**config.mk**
```make
export PLATFORM = sky130hd
export DESIGN_NAME = dic_ctrl
export DESIGN_NICKNAME = d
export VERILOG_FILES = /design/src/rtl/dic_pkg.sv /design/src/rtl/dic_ctrl.sv
export SDC_FILE = /design/constraint.sdc
export NUM_CORES = 1
export LEC_CHECK = 0
export ABC_AREA = 1
export BUFFER_PORTS_ARGS = -buffer_cell sky130_fd_sc_hd__buf_2
export CELL_PAD_IN_SITES_DETAIL_PLACEMENT = 2
export CELL_PAD_IN_SITES_GLOBAL_PLACEMENT = 2
export CORE_MARGIN = 2
export CORE_UTILIZATION = 33
export DETAILED_ROUTE_END_ITERATION = 12
export PLACE_DENSITY = 0.79
export SYNTH_ARGS = -nofsm -noshare
export SYNTH_HDL_FRONTEND = slang
export SYNTH_SLANG_ARGS = --single-unit
```
**constraint.sdc**
```tcl
create_clock -name I_CLOCK -period 2.4 [get_ports I_CLOCK]
set_input_delay 0.36 -clock I_CLOCK [delete_from_list [all_inputs] [get_ports I_CLOCK]]
set_output_delay 0.36 -clock I_CLOCK [all_outputs]
set_load 0.05 [all_outputs]
```
**src/rtl/dic_pkg.sv**
```systemverilog
// constants for the init and command spacing controller
package dic_pkg;
    localparam int STAB_TIME_US   = 200;
    localparam int CLK_FREQ_MHZ   = 20;
    localparam int STAB_CYC       = STAB_TIME_US * CLK_FREQ_MHZ;
    localparam int INIT_IDLES     = 1024;
    localparam int N_BANKS        = 8;
    localparam int DUMMY_SETS     = 2;
    localparam int WR_RD_GAP      = 2;
    localparam int DLL_BIT        = 7;
    localparam int CFG_LOW_BITS   = 10;
    localparam int CNT_W          = 12;
    // pin command code {cs_n, we_n, ref_n}
    localparam logic [2:0] CMD_IDLE     = 3'h7;
    localparam logic [2:0] CMD_MODE_SET = 3'h0;
    localparam logic [2:0] CMD_READ     = 3'h3;
    localparam logic [2:0] CMD_WRITE    = 3'h1;
    localparam logic [2:0] CMD_REFRESH  = 3'h2;
    // user request kinds
    localparam logic [1:0] OP_READ      = 2'h0;
    localparam logic [1:0] OP_WRITE     = 2'h1;
    localparam logic [1:0] OP_REFRESH   = 2'h2;
    localparam logic [CNT_W-1:0] CNT_RST = 12'h000;
    typedef enum logic [3:0] {
        DIC_WAIT    = 4'h0,
        DIC_MSET_D  = 4'h1,
        DIC_MSET_V  = 4'h3,
        DIC_SETTLE  = 4'h2,
        DIC_REF     = 4'h6,
        DIC_IDLES   = 4'h7,
        DIC_RUN     = 4'h5,
        DIC_DLL_OFF = 4'h4,
        DIC_DLL_SET = 4'hC,
        DIC_DLL_ON  = 4'hD
    } dic_st_e;
endpackage

```
**src/rtl/dic_ctrl.sv**
```systemverilog
// host-side power-up sequencer and command spacer for an eight-bank dram
// Functional notes
// - pins idle while waiting at power-up
// - hold stable 200 us before init
// - two dummy then one valid mode-set
// - init mode-sets go back to back
// - dummy mode-sets drive address all low
// - after settle refresh eight banks, 1024 idles
// - refreshes and idles may interleave freely
// - row cycle time after refresh, same bank
// - old 2048 idle spacing not required
// - upper address A10-A17 low on mode-set
// - clock change needs dll reset via mode-set
// - same-bank write to write waits row cycle
// - same-bank read to read waits row cycle
// - two idle slots between write and read
// - write latency is read latency plus one
`timescale 1ns/1ps
module dic_ctrl #(
    parameter int ADDR_W  = 18,
    parameter int DQ_W    = 18,
    parameter int RD_LAT  = 4,
    parameter int RC_CYC  = 8,
    parameter int MRSC_CYC = 6
) (
    input  wire logic              I_CLOCK,
    input  wire logic              I_RST,
    input  wire logic              I_REQ_VALID,
    input  wire logic [1:0]        I_REQ_OP,
    input  wire logic [2:0]        I_REQ_BANK,
    input  wire logic [ADDR_W-1:0] I_REQ_ADDR,
    input  wire logic [DQ_W-1:0]   I_REQ_WDATA,
    input  wire logic              I_REQ_WMASK,
    input  wire logic [9:0]        I_MODE_CFG,
    input  wire logic              I_DLL_RESET,
    input  wire logic [DQ_W-1:0]   I_DQ,
    input  wire logic              I_QVLD,
    output logic                   O_REQ_READY,
    output logic                   O_INIT_DONE,
    output logic [DQ_W-1:0]        O_RDATA,
    output logic                   O_RDATA_VALID,
    output logic                   O_CS_N,
    output logic                   O_WE_N,
    output logic                   O_REF_N,
    output logic [ADDR_W-1:0]      O_ADDR,
    output logic [2:0]             O_BA,
    output logic [DQ_W-1:0]        O_DQ,
    output logic                   O_DQ_OE,
    output logic                   O_WR_MASK
);
    localparam int WR_LAT = RD_LAT + 1;

    typedef struct packed {
        dic_pkg::dic_st_e              st;
        logic [dic_pkg::CNT_W-1:0]     cnt;
        logic [2:0]                    bank;
        logic [7:0][3:0]               rc;
        logic [1:0]                    gap;
        logic [WR_LAT-1:0]             wv;
        logic [WR_LAT-1:0][DQ_W:0]     wd;
        logic [2:0]                    cmd;
        logic [ADDR_W-1:0]             addr;
        logic [2:0]                    ba;
        logic [DQ_W-1:0]               dq;
        logic                          dq_oe;
        logic                          wmask;
        logic [DQ_W-1:0]               dq_s1;
        logic [DQ_W-1:0]               dq_s2;
        logic                          qv_s1;
        logic                          qv_s2;
        logic [DQ_W-1:0]               rdata;
        logic                          rvalid;
    } dic_state_s;

    dic_state_s q;
    dic_state_s d;
    logic       take;

    // upper bits forced low, the low config field reaches the pins with bit 7 set from dll_on
    function automatic logic [ADDR_W-1:0] mode_word(input logic [9:0] cfg,
                                                     input logic dll_on);
        logic [ADDR_W-1:0] w;
        w = '0;
        w[dic_pkg::CFG_LOW_BITS-1:0] = cfg;
        w[dic_pkg::DLL_BIT] = dll_on;
        return w;
    endfunction

    function automatic logic bank_free(input logic [7:0][3:0] rc,
                                       input logic [2:0] b);
        return rc[b] == 4'h0;
    endfunction

    // dll reset request wins over traffic so the clock change is settled first
    always_comb begin
        O_REQ_READY = (q.st == dic_pkg::DIC_RUN) && !I_DLL_RESET
                    && bank_free(q.rc, I_REQ_BANK)
                    && !(I_REQ_OP == dic_pkg::OP_READ && q.gap != 2'h0);
    end
    assign take = O_REQ_READY && I_REQ_VALID;

    always_comb begin
        d = q;
        d.cmd = dic_pkg::CMD_IDLE;
        d.addr = '0;
        d.ba = 3'h0;
        d.dq_s1 = I_DQ;
        d.dq_s2 = q.dq_s1;
        d.qv_s1 = I_QVLD;
        d.qv_s2 = q.qv_s1;
        d.rvalid = q.qv_s2;
        if (q.qv_s2) begin
            d.rdata = q.dq_s2;
        end
        for (int i = 0; i < dic_pkg::N_BANKS; i++) begin
            if (q.rc[i] != 4'h0) begin
                d.rc[i] = q.rc[i] - 4'h1;
            end
        end
        if (q.gap != 2'h0) begin
            d.gap = q.gap - 2'h1;
        end
        // write data leaves the pipe tail write_latency cycles after its command
        d.wv = q.wv >> 1;
        d.wd = q.wd >> (DQ_W + 1);
        d.dq_oe = q.wv[0];
        d.dq = q.wd[0][DQ_W-1:0];
        d.wmask = q.wv[0] & q.wd[0][DQ_W];
        case (q.st)
            dic_pkg::DIC_WAIT: begin
                d.cnt = q.cnt + 12'h001;
                if (q.cnt == 12'(dic_pkg::STAB_CYC - 1)) begin
                    d.st = dic_pkg::DIC_MSET_D;
                    d.cnt = dic_pkg::CNT_RST;
                end
            end
            dic_pkg::DIC_MSET_D: begin
                d.cmd = dic_pkg::CMD_MODE_SET;
                d.addr = '0;
                d.cnt = q.cnt + 12'h001;
                if (q.cnt == 12'(dic_pkg::DUMMY_SETS - 1)) begin
                    d.st = dic_pkg::DIC_MSET_V;
                end
            end
            dic_pkg::DIC_MSET_V: begin
                d.cmd = dic_pkg::CMD_MODE_SET;
                d.addr = mode_word(I_MODE_CFG, I_MODE_CFG[dic_pkg::DLL_BIT]);
                d.st = dic_pkg::DIC_SETTLE;
                d.cnt = dic_pkg::CNT_RST;
            end
            dic_pkg::DIC_SETTLE: begin
                d.cnt = q.cnt + 12'h001;
                if (q.cnt == 12'(MRSC_CYC - 1)) begin
                    d.st = dic_pkg::DIC_REF;
                    d.cnt = dic_pkg::CNT_RST;
                    d.bank = 3'h0;
                end
            end
            dic_pkg::DIC_REF: begin
                // all refreshes first, then the idles; order is free
                d.cmd = dic_pkg::CMD_REFRESH;
                d.ba = q.bank;
                d.rc[q.bank] = 4'(RC_CYC - 1);
                d.bank = q.bank + 3'h1;
                if (q.bank == 3'h7) begin
                    d.st = dic_pkg::DIC_IDLES;
                    d.cnt = dic_pkg::CNT_RST;
                end
            end
            dic_pkg::DIC_IDLES: begin
                d.cnt = q.cnt + 12'h001;
                if (q.cnt == 12'(dic_pkg::INIT_IDLES - 1)) begin
                    d.st = dic_pkg::DIC_RUN;
                end
            end
            dic_pkg::DIC_RUN: begin
                if (I_DLL_RESET) begin
                    d.st = dic_pkg::DIC_DLL_OFF;
                end else if (take) begin
                    d.ba = I_REQ_BANK;
                    d.rc[I_REQ_BANK] = 4'(RC_CYC - 1);
                    if (I_REQ_OP == dic_pkg::OP_WRITE) begin
                        d.cmd = dic_pkg::CMD_WRITE;
                        d.addr = I_REQ_ADDR;
                        d.gap = 2'(dic_pkg::WR_RD_GAP);
                        d.wv[WR_LAT-1] = 1'b1;
                        d.wd[WR_LAT-1] = {I_REQ_WMASK, I_REQ_WDATA};
                    end else if (I_REQ_OP == dic_pkg::OP_READ) begin
                        d.cmd = dic_pkg::CMD_READ;
                        d.addr = I_REQ_ADDR;
                    end else begin
                        d.cmd = dic_pkg::CMD_REFRESH;
                    end
                end
            end
            dic_pkg::DIC_DLL_OFF: begin
                d.cmd = dic_pkg::CMD_MODE_SET;
                d.addr = mode_word(I_MODE_CFG, 1'b0);
                d.st = dic_pkg::DIC_DLL_SET;
                d.cnt = dic_pkg::CNT_RST;
            end
            dic_pkg::DIC_DLL_SET: begin
                d.cnt = q.cnt + 12'h001;
                if (q.cnt == 12'(MRSC_CYC - 1)) begin
                    d.st = dic_pkg::DIC_DLL_ON;
                end
            end
            dic_pkg::DIC_DLL_ON: begin
                // 1024 idles also cover the lock time before a read
                d.cmd = dic_pkg::CMD_MODE_SET;
                d.addr = mode_word(I_MODE_CFG, 1'b1);
                d.st = dic_pkg::DIC_IDLES;
                d.cnt = dic_pkg::CNT_RST;
            end
            default: begin
                d.st = dic_pkg::DIC_WAIT;
                d.cnt = dic_pkg::CNT_RST;
            end
        endcase
    end

    always_ff @(posedge I_CLOCK) begin
        if (I_RST) begin
            q <= '0;
            q.cmd <= dic_pkg::CMD_IDLE;
        end else begin
            q <= d;
        end
    end

    assign O_INIT_DONE   = (q.st == dic_pkg::DIC_RUN);
    assign O_RDATA       = q.rdata;
    assign O_RDATA_VALID = q.rvalid;
    assign O_CS_N        = q.cmd[2];
    assign O_WE_N        = q.cmd[1];
    assign O_REF_N       = q.cmd[0];
    assign O_ADDR        = q.addr;
    assign O_BA          = q.ba;
    assign O_DQ          = q.dq;
    assign O_DQ_OE       = q.dq_oe;
    assign O_WR_MASK     = q.wmask;

    // helper: cycles since the last pin command to each bank, saturating
    logic [7:0][4:0] since_q;
    logic            bank_cmd;
    assign bank_cmd = (q.cmd == dic_pkg::CMD_READ) || (q.cmd == dic_pkg::CMD_WRITE)
                   || (q.cmd == dic_pkg::CMD_REFRESH);
    always_ff @(posedge I_CLOCK) begin
        if (I_RST) begin
            since_q <= {8{5'h1F}};
        end else begin
            for (int i = 0; i < 8; i++) begin
                if (bank_cmd && q.ba == 3'(i)) begin
                    since_q[i] <= 5'h1;
                end else if (since_q[i] != 5'h1F) begin
                    since_q[i] <= since_q[i] + 5'h1;
                end
            end
        end
    end
endmodule

```
==> reports/metrics.csv, run 1 <==
stage;metric;value;unit
sta;Slew HR;26.00;%
sta;fin crit share;95.53;%
yosys;top post-synthesis cells by area;dfxtp_1 51%, nor2_1 10%, inv_1 9.3%;
power_and_ir_drop;Sw Ratio;31.87;%
floorplan;# IOs;140;
cts;Inserted Clock Buffers;28;
power_and_ir_drop;Leak;5.499;nW
global_route;Total GRT Usage;17.90;%
final_layout;P&R area growth vs syn;17.55;%
critical_path;crit start category;flop;
yosys;post-synth top area cell;dfxtp_1;
power_and_ir_drop;power density over the cells;1002;nW/um^2
cts;CTS HTree Levels;1;
routing;Avg Vias per Cell;4.541;
routing;DRT iter0 DRCs;271;
sta;Final Hold Viols;0;
placement;Final Wtd Congestion;0.8228;
yosys;EDFF count, synth;0;
critical_path;worst path bufs/invs;2;
placement;DP HPWL;19550;um
final_layout;proportion of layout cells with a drive suffix above 1;18.24;%
routing;WL final;27920;um
global_route;largest net degree at the start of global routing;137;
sta;Tmin final;2.293;ns
sta;slew at the pin with the worst max-slew slack;1.098;ns
outcome;status;complete, no violations;
critical_path;crit path max-delay cell type;dfxtp_4;
routing;DR WL/cell;15.20;um
routing;drc violations;0;
critical_path;biggest cell delay along the critical path;0.36;ns
power_and_ir_drop;VDD IR-drop max;0.4478;mV
yosys;Synth Area per Inst;7.553;sq um
critical_path;CP Max Fanout;4;
final_layout;fin nets;1514;
cts;clock slew at reported path FFs;0.06;ns
cts;CTS tree;done;
cts;Bufs on Longest Clock Path;3;
yosys;sequential area share after synthesis;50.54;%
placement;Port Buf Inserts;139;
yosys;ys flop type;dfxtp_1;
sta;setup TNS;0;ns
critical_path;Crit path max-delay family;simple AND/OR/NAND/NOR gates;
floorplan;Initial Utilization;33.77;%
routing;DR vias;8342;
floorplan;Die Width;178.6;um
critical_path;Crit Path Category;flop to output pin;
routing;Routed Antenna Nets;0;
power_and_ir_drop;Clock Power Share;35.8;%
global_route;first-pass GRT wire length;46160;um
final_layout;Cell Count, Final, Fillers Out;1837;
power_and_ir_drop;Tot Pwr;11.85;mW
critical_path;Critical Path, Cell by Cell;inv_4, nand2_4, nor2_4, nand3_2, nor2_2, nand2_2, nor4_4, buf_6;
power_and_ir_drop;NetSw;3.778;mW
final_layout;commonest non-fill, non-tap cell in the layout;nor2_1;
global_route;grt ovf;0;
routing;DRT Pass-1 Iters;4;
floorplan;die height;178.6;um
sta;Clock Skew;0.01187;ns
sta;Final setup viols;0;
final_layout;final design utilization;39.69;%
final_layout;most frequent cells in the layout;268 x nor2_1, 249 x dfxtp_1, 249 x inv_1;
final_layout;ant diodes;0;
power_and_ir_drop;sequential share of power;41.3;%
floorplan;row count;63;
yosys;Synth Net Count;1419;
final_layout;# fillers;3497;
critical_path;Worst Path Required;2.04;ns
power_and_ir_drop;Pint;8.076;mW
power_and_ir_drop;Comb pwr share;22.9;%
cts;worst skew pair latency;0.54;ns
floorplan;total core area;29800;sq um
yosys;Syn. warnings;0;
sta;RSZ-0062 raised after global routing;no;
yosys;Cells after Synth;1332;
cts;Root Buffer;clkbuf_16;
yosys;synthesized cell area;10060;sq um
worst_hold_path;min-delay worst type;primary input to flop;
global_route;vias in the first global route;9316;
yosys;post-synth top area share;50.54;%
yosys;Synth cell types;35;
critical_path;Worst EP arrival;1.93;ns
critical_path;crit path capture type;output pin;
yosys;register bit total from synthesis;254;
sta;Max Transition Viols Final;0;
yosys;ys async rst share;0;%
floorplan;die footprint;31900;sq um
global_route;initial antenna violation count;0;
sta;fmax;0.4361;GHz
placement;Cells after DPL;1782;
cts;TritonCTS Sinks;254;
flow_run;MaxCap Viol Count;0;
-- final cells by class --
type,count,area (sq um),share of cell area [%]
Tap cell,390,488.0,4.126
Clock inverter,5,60.06,0.5078
Sequential cell,254,5099,43.11
Inverter,261,982.2,8.305
Multi-Input combinational cell,717,3413,28.86
Timing Repair Buffer,165,928.4,7.850
Clock buffer,45,855.8,7.237
-- cells by family after synthesis --
| kind of cell | share of synthesized area (%) |
|---|---|
| and+or+nand+nor | 24.33 |
| buffers and inverters | 16.02 |
| adders and majority gates | 1.492 |
| DFF | 50.54 |
| AOI/OAI and AO/OA | 6.318 |
| xor gates and xnor gates | 1.306 |
-- metrics by stage --
step	worst slack, ns	hold slack, ns	cell area, sq um
final	0.1072	0.02745	11830
after global routing	0.01252	0.01552	11830
after CTS	0.006989	0.003347	11750
after detailed placement	0.2318	0.3972	10820
after global placement	0.3352	0.3911	10820
after floorplan	0.2360	0.3883	10080
-- worst min-delay path, cell delays in order --
cell,delay [ns]
buf_2,0.07
inv_1,0.03
nor2_1,0.06
-- synth_stat cells (all sizes together), types with 12 or more instances --
cell,n
ha,12
dfxtp,254
xor2,12
buf,75
nor3b,12
inv,258
nand2,163
o21ai,61
nor2,293
clkbuf,25
nor3,19
nand3,47
nand4,22
a21oi,43
-- power groups by stage --
| stage | logic [mW] | registers [mW] | clock network (mW) |
|---|---|---|---|
| after global routing | 3.16 | 4.94 | 4.56 |
| after detailed placement | 2.66 | 4.96 | 0 |
| after floorplan | 1.99 | 4.87 | 0 |
| final | 2.71 | 4.89 | 4.25 |
| after CTS | 2.72 | 4.88 | 4.39 |
| after global placement | 2.50 | 4.94 | 0 |
-- registers in the layout, indices dropped and copies added, names as in the netlist, 3 cells and up --
name and cells:
q 72, O_RDATA 18, O_BA 3, O_ADDR 18, d 119, O_DQ 18
-- timing repair --
| item | 4_1_cts | 5_1_grt |
|---|---|---|
| buffers inserted | 1 | 4 |
| resized for setup | 3 | 19 |
| setup endpoints to repair | 1 | 1 |
| pin swaps | 1 | 5 |
| hold buffers | 0 | 0 |
-- worst paths after layout --
kind	start	end	slack, ns	cells after the start
worst max-delay path	q[251]	O_REQ_READY	0.11	8
worst min-delay path	I_DQ[11]	d[32]	0.03	3
worst max register to register	q[238]	q[244]	0.27	8
worst min register to register	d[112]	d[70]	0.40	2
-- routing by layer --
metal | part of all wire (%) | routed length [um] | track usage, % | vias to the layer above
met5 | 0 | 0 | 0 | -
met4 | 1.3 | 374 | 3.625 | 0
met3 | 4.0 | 1116 | 2.728 | 31
met2 | 51 | 14370 | 34.48 | 137
met1 | 43 | 12060 | 20.74 | 4033
li1 | - | - | - | 4141
Note: power is estimated with default switching activity, not from simulation.
==> inputs of run 2 (changes only) <==
--- a/config.mk
+++ b/config.mk
@@ -5,14 +5,13 @@
 export SDC_FILE = /design/constraint.sdc
 export NUM_CORES = 1
 export LEC_CHECK = 0
-export ABC_AREA = 1
 export BUFFER_PORTS_ARGS = -buffer_cell sky130_fd_sc_hd__buf_2
 export CELL_PAD_IN_SITES_DETAIL_PLACEMENT = 2
 export CELL_PAD_IN_SITES_GLOBAL_PLACEMENT = 2
 export CORE_MARGIN = 2
-export CORE_UTILIZATION = 33
+export CORE_UTILIZATION = 35
 export DETAILED_ROUTE_END_ITERATION = 12
-export PLACE_DENSITY = 0.79
+export PLACE_DENSITY = 0.78
 export SYNTH_ARGS = -nofsm -noshare
 export SYNTH_HDL_FRONTEND = slang
 export SYNTH_SLANG_ARGS = --single-unit
==> run 2 against run 1 <==
Die area fell by 11%. Routed wire length is 3.7% lower. Clock-buffer cell count down 5. Area after synthesis down 6.2%. Setup slack worse by 0.083 ns. Clock power about the same. Utilization is 2.8 points higher. Critical path depth is 2 lower. Critical path type unchanged. Critical endpoint unchanged. Largest power group unchanged.
==> reports/metrics.csv, run 2 <==
stage;metric;value;unit
yosys;post-synth top area cell;dfxtp_1;
yosys;EDFF count, synth;0;
final_layout;fin nets;1159;
floorplan;row count;60;
yosys;Syn. warnings;0;
sta;Tmin final;2.375;ns
sta;fin crit share;98.98;%
global_route;initial antenna violation count;1;
cts;Inserted Clock Buffers;27;
placement;Cells after DPL;1371;
global_route;vias in the first global route;7697;
final_layout;max FFs per register;119;
cts;Bufs on Longest Clock Path;3;
routing;DR vias;6970;
cts;TritonCTS Sinks;254;
final_layout;P&R area growth vs syn;20.37;%
power_and_ir_drop;VDD IR-drop max;0.4990;mV
floorplan;# IOs;140;
global_route;grt ovf;0;
global_route;Total GRT Usage;18.79;%
final_layout;final design utilization;42.51;%
final_layout;commonest non-fill, non-tap cell in the layout;dfxtp_1;
yosys;Synth Net Count;1049;
floorplan;die footprint;28300;sq um
final_layout;Cell Count, Final, Fillers Out;1434;
floorplan;Die Width;168.2;um
critical_path;Worst Path Required;2.04;ns
critical_path;worst path bufs/invs;2;
critical_path;CP startpoint;q[219];
placement;Port Buf Inserts;139;
cts;CTS HTree Levels;1;
floorplan;Initial Utilization;35.32;%
critical_path;CP endpoint;O_REQ_READY;
critical_path;Worst Reg2Reg Path Length in Cells;6;
sta;slew at the pin with the worst max-slew slack;0.6373;ns
routing;WL final;26890;um
critical_path;crit start category;flop;
worst_hold_path;min-delay worst type;primary input to flop;
sta;Clock Skew;0.01704;ns
sta;Fin Hold WS;0.007996;ns
power_and_ir_drop;Leak;4.632;nW
yosys;ys async rst share;0;%
critical_path;crit path capture type;output pin;
yosys;sequential area share after synthesis;53.87;%
final_layout;most frequent cells in the layout;253 x dfxtp_1, 144 x nor2b_1, 137 x buf_2;
sta;setup TNS;0;ns
placement;Final Wtd Congestion;0.8321;
critical_path;Critical Path, Cell by Cell;nor4_4, o32ai_2, mux2i_1, nand3_2, clkinvlp_4, buf_8;
yosys;synthesized cell area;9439;sq um
power_and_ir_drop;power density over the cells;958.2;nW/um^2
routing;DR WL/cell;18.75;um
global_route;largest net degree at the start of global routing;72;
critical_path;Crit path max-delay family;simple AND/OR/NAND/NOR gates;
global_route;most used routing layer;met2;
cts;clock slew at reported path FFs;0.06;ns
critical_path;reg2reg setup slack;0.21;ns
yosys;Cells after Synth;962;
global_route;GRT met1 Usage;22.98;%
flow_run;MaxCap Viol Count;0;
routing;DRT Pass-1 Iters;4;
power_and_ir_drop;Tot Pwr;10.89;mW
routing;drc violations;0;
yosys;post-synth top area share;53.87;%
critical_path;crit path max-delay cell type;dfxtp_2;
critical_path;Crit Path Category;flop to output pin;
critical_path;number of cells on the critical path;6;
yosys;Synth Area per Inst;9.812;sq um
floorplan;die height;168.2;um
sta;Final setup viols;0;
sta;fmax;0.4210;GHz
sta;RSZ-0062 raised after global routing;yes;
critical_path;worst r2r src;q[238];
yosys;most frequent cell after synthesis;dfxtp_1;
cts;worst skew pair latency;0.56;ns
sta;Max Transition Viols Final;0;
outcome;status;complete, no violations;
cts;CTS tree;done;
routing;Avg Vias per Cell;4.861;
yosys;Synth top cells by count;254 x dfxtp_1, 144 x nor2b_1, 87 x nor2_1;
placement;DP HPWL;17160;um
yosys;top post-synthesis cells by area;dfxtp_1 54%, nor2b_1 9.5%, buf_4 4.8%;
yosys;ys flop type;dfxtp_1;
critical_path;biggest cell delay along the critical path;0.35;ns
final_layout;proportion of layout cells with a drive suffix above 1;23.53;%
floorplan;total core area;26730;sq um
critical_path;FF-to-FF End;q[250];
yosys;register bit total from synthesis;254;
critical_path;CP Max Fanout;4;
yosys;Synth cell types;55;
routing;Routed Antenna Nets;0;
global_route;first-pass GRT wire length;42410;um
cts;Root Buffer;clkbuf_16;
sta;Slew HR;57.36;%
critical_path;Worst EP arrival;2.02;ns
global_route;GR met2 Demand/Resource;34.41;%
global_route;GR Util met3;3.032;%
sta;Final Hold Viols;0;
worst_hold_path;Hold Crit Start;I_REQ_ADDR[0];
routing;DRT iter0 DRCs;263;
==> run 2: changes by cell type after synthesis, sizes merged, moves of 12 or more <==
cell    delta
nand3     -33
mux2i     +33
o21ai     -56
nor4      +16
clkbuf    +12
nand2    -122
inv      -232
nor2b    +144
or3       +13
xnor2     +13
and2      +24
nor2     -206
==> run 2: repair_timing <==
action / CTS / global route
resized for setup: 19 / 7
pin swaps: 5 / 8
endpoints found under the setup margin: 1 / 1
hold buffers: 7 / 0
endpoints found under the hold margin: 7 / 0
setup buffers: 4 / 2
==> run 2: metal layers <==
| metal | routed length (um) | part of all wire [%] |
|---|---|---|
| met4 | 521 | 1.9 |
| met2 | 13850 | 52 |
| met1 | 11600 | 43 |
| met3 | 919 | 3.4 |
| met5 | 0 | 0 |
==> run 2: final cells by class <==
type                            instances  area [sq um]
Antenna cell                            1         2.502
Tap cell                              341         426.7
Clock inverter                          9         115.1
Multi-Input combinational cell        580          3787
Sequential cell                       254          5086
Timing Repair Buffer                  182          1065
Inverter                               27         105.1
Clock buffer                           40         774.5
Fill cell                            2882         15360
==> run 2: cell families after synthesis <==
| family | share of synthesized area, % |
|---|---|
| AND/OR/NAND/NOR | 24.92 |
| flip-flops | 53.87 |
| buffers and inverters | 7.516 |
| AO/OA/AOI/OAI | 6.694 |
| multiplexers | 3.738 |
| XOR/XNOR | 1.670 |
| adder cells (fa/ha/maj) | 1.591 |
==> run 2: worst min path at each step <==
stage | end | slack, ns | cells past startpoint
final | O_ADDR[0] | 0.008 | 2
after global routing | O_ADDR[9] | 0.002 | 2
after CTS | d[158] | 0.00009 | 2
after detailed placement | O_WR_MASK | 0.42 | 1
after global placement | O_WR_MASK | 0.41 | 1
after floorplan | O_WR_MASK | 0.41 | 1
==> run 2: worst register-to-register path, stage by stage, from the launching register on <==
cell	delay [ns]
dfxtp_1	0.39
ha_1	0.18
nor4b_1	0.41
nand4b_1	0.19
a22o_1	0.27
nor3_1	0.45
mux2i_1	0.24
==> run 2: power breakdown <==
group	internal, mW	total [mW]	switching [mW]
Combinational	0.885	1.92	1.03
Clock	2.46	4.24	1.78
Sequential	4.46	4.73	0.266
Total	7.81	10.9	3.08
==> run 2: through the flow <==
stage | worst slack (ns) | area, sq um
6_report | 0.02459 | 11360
2_1_floorplan | 0.05472 | 9452
4_1_cts | 0.007693 | 11310
3_5_place_dp | -0.07807 | 10210
3_3_place_gp | -0.03727 | 10210
5_1_grt | -0.07377 | 11360
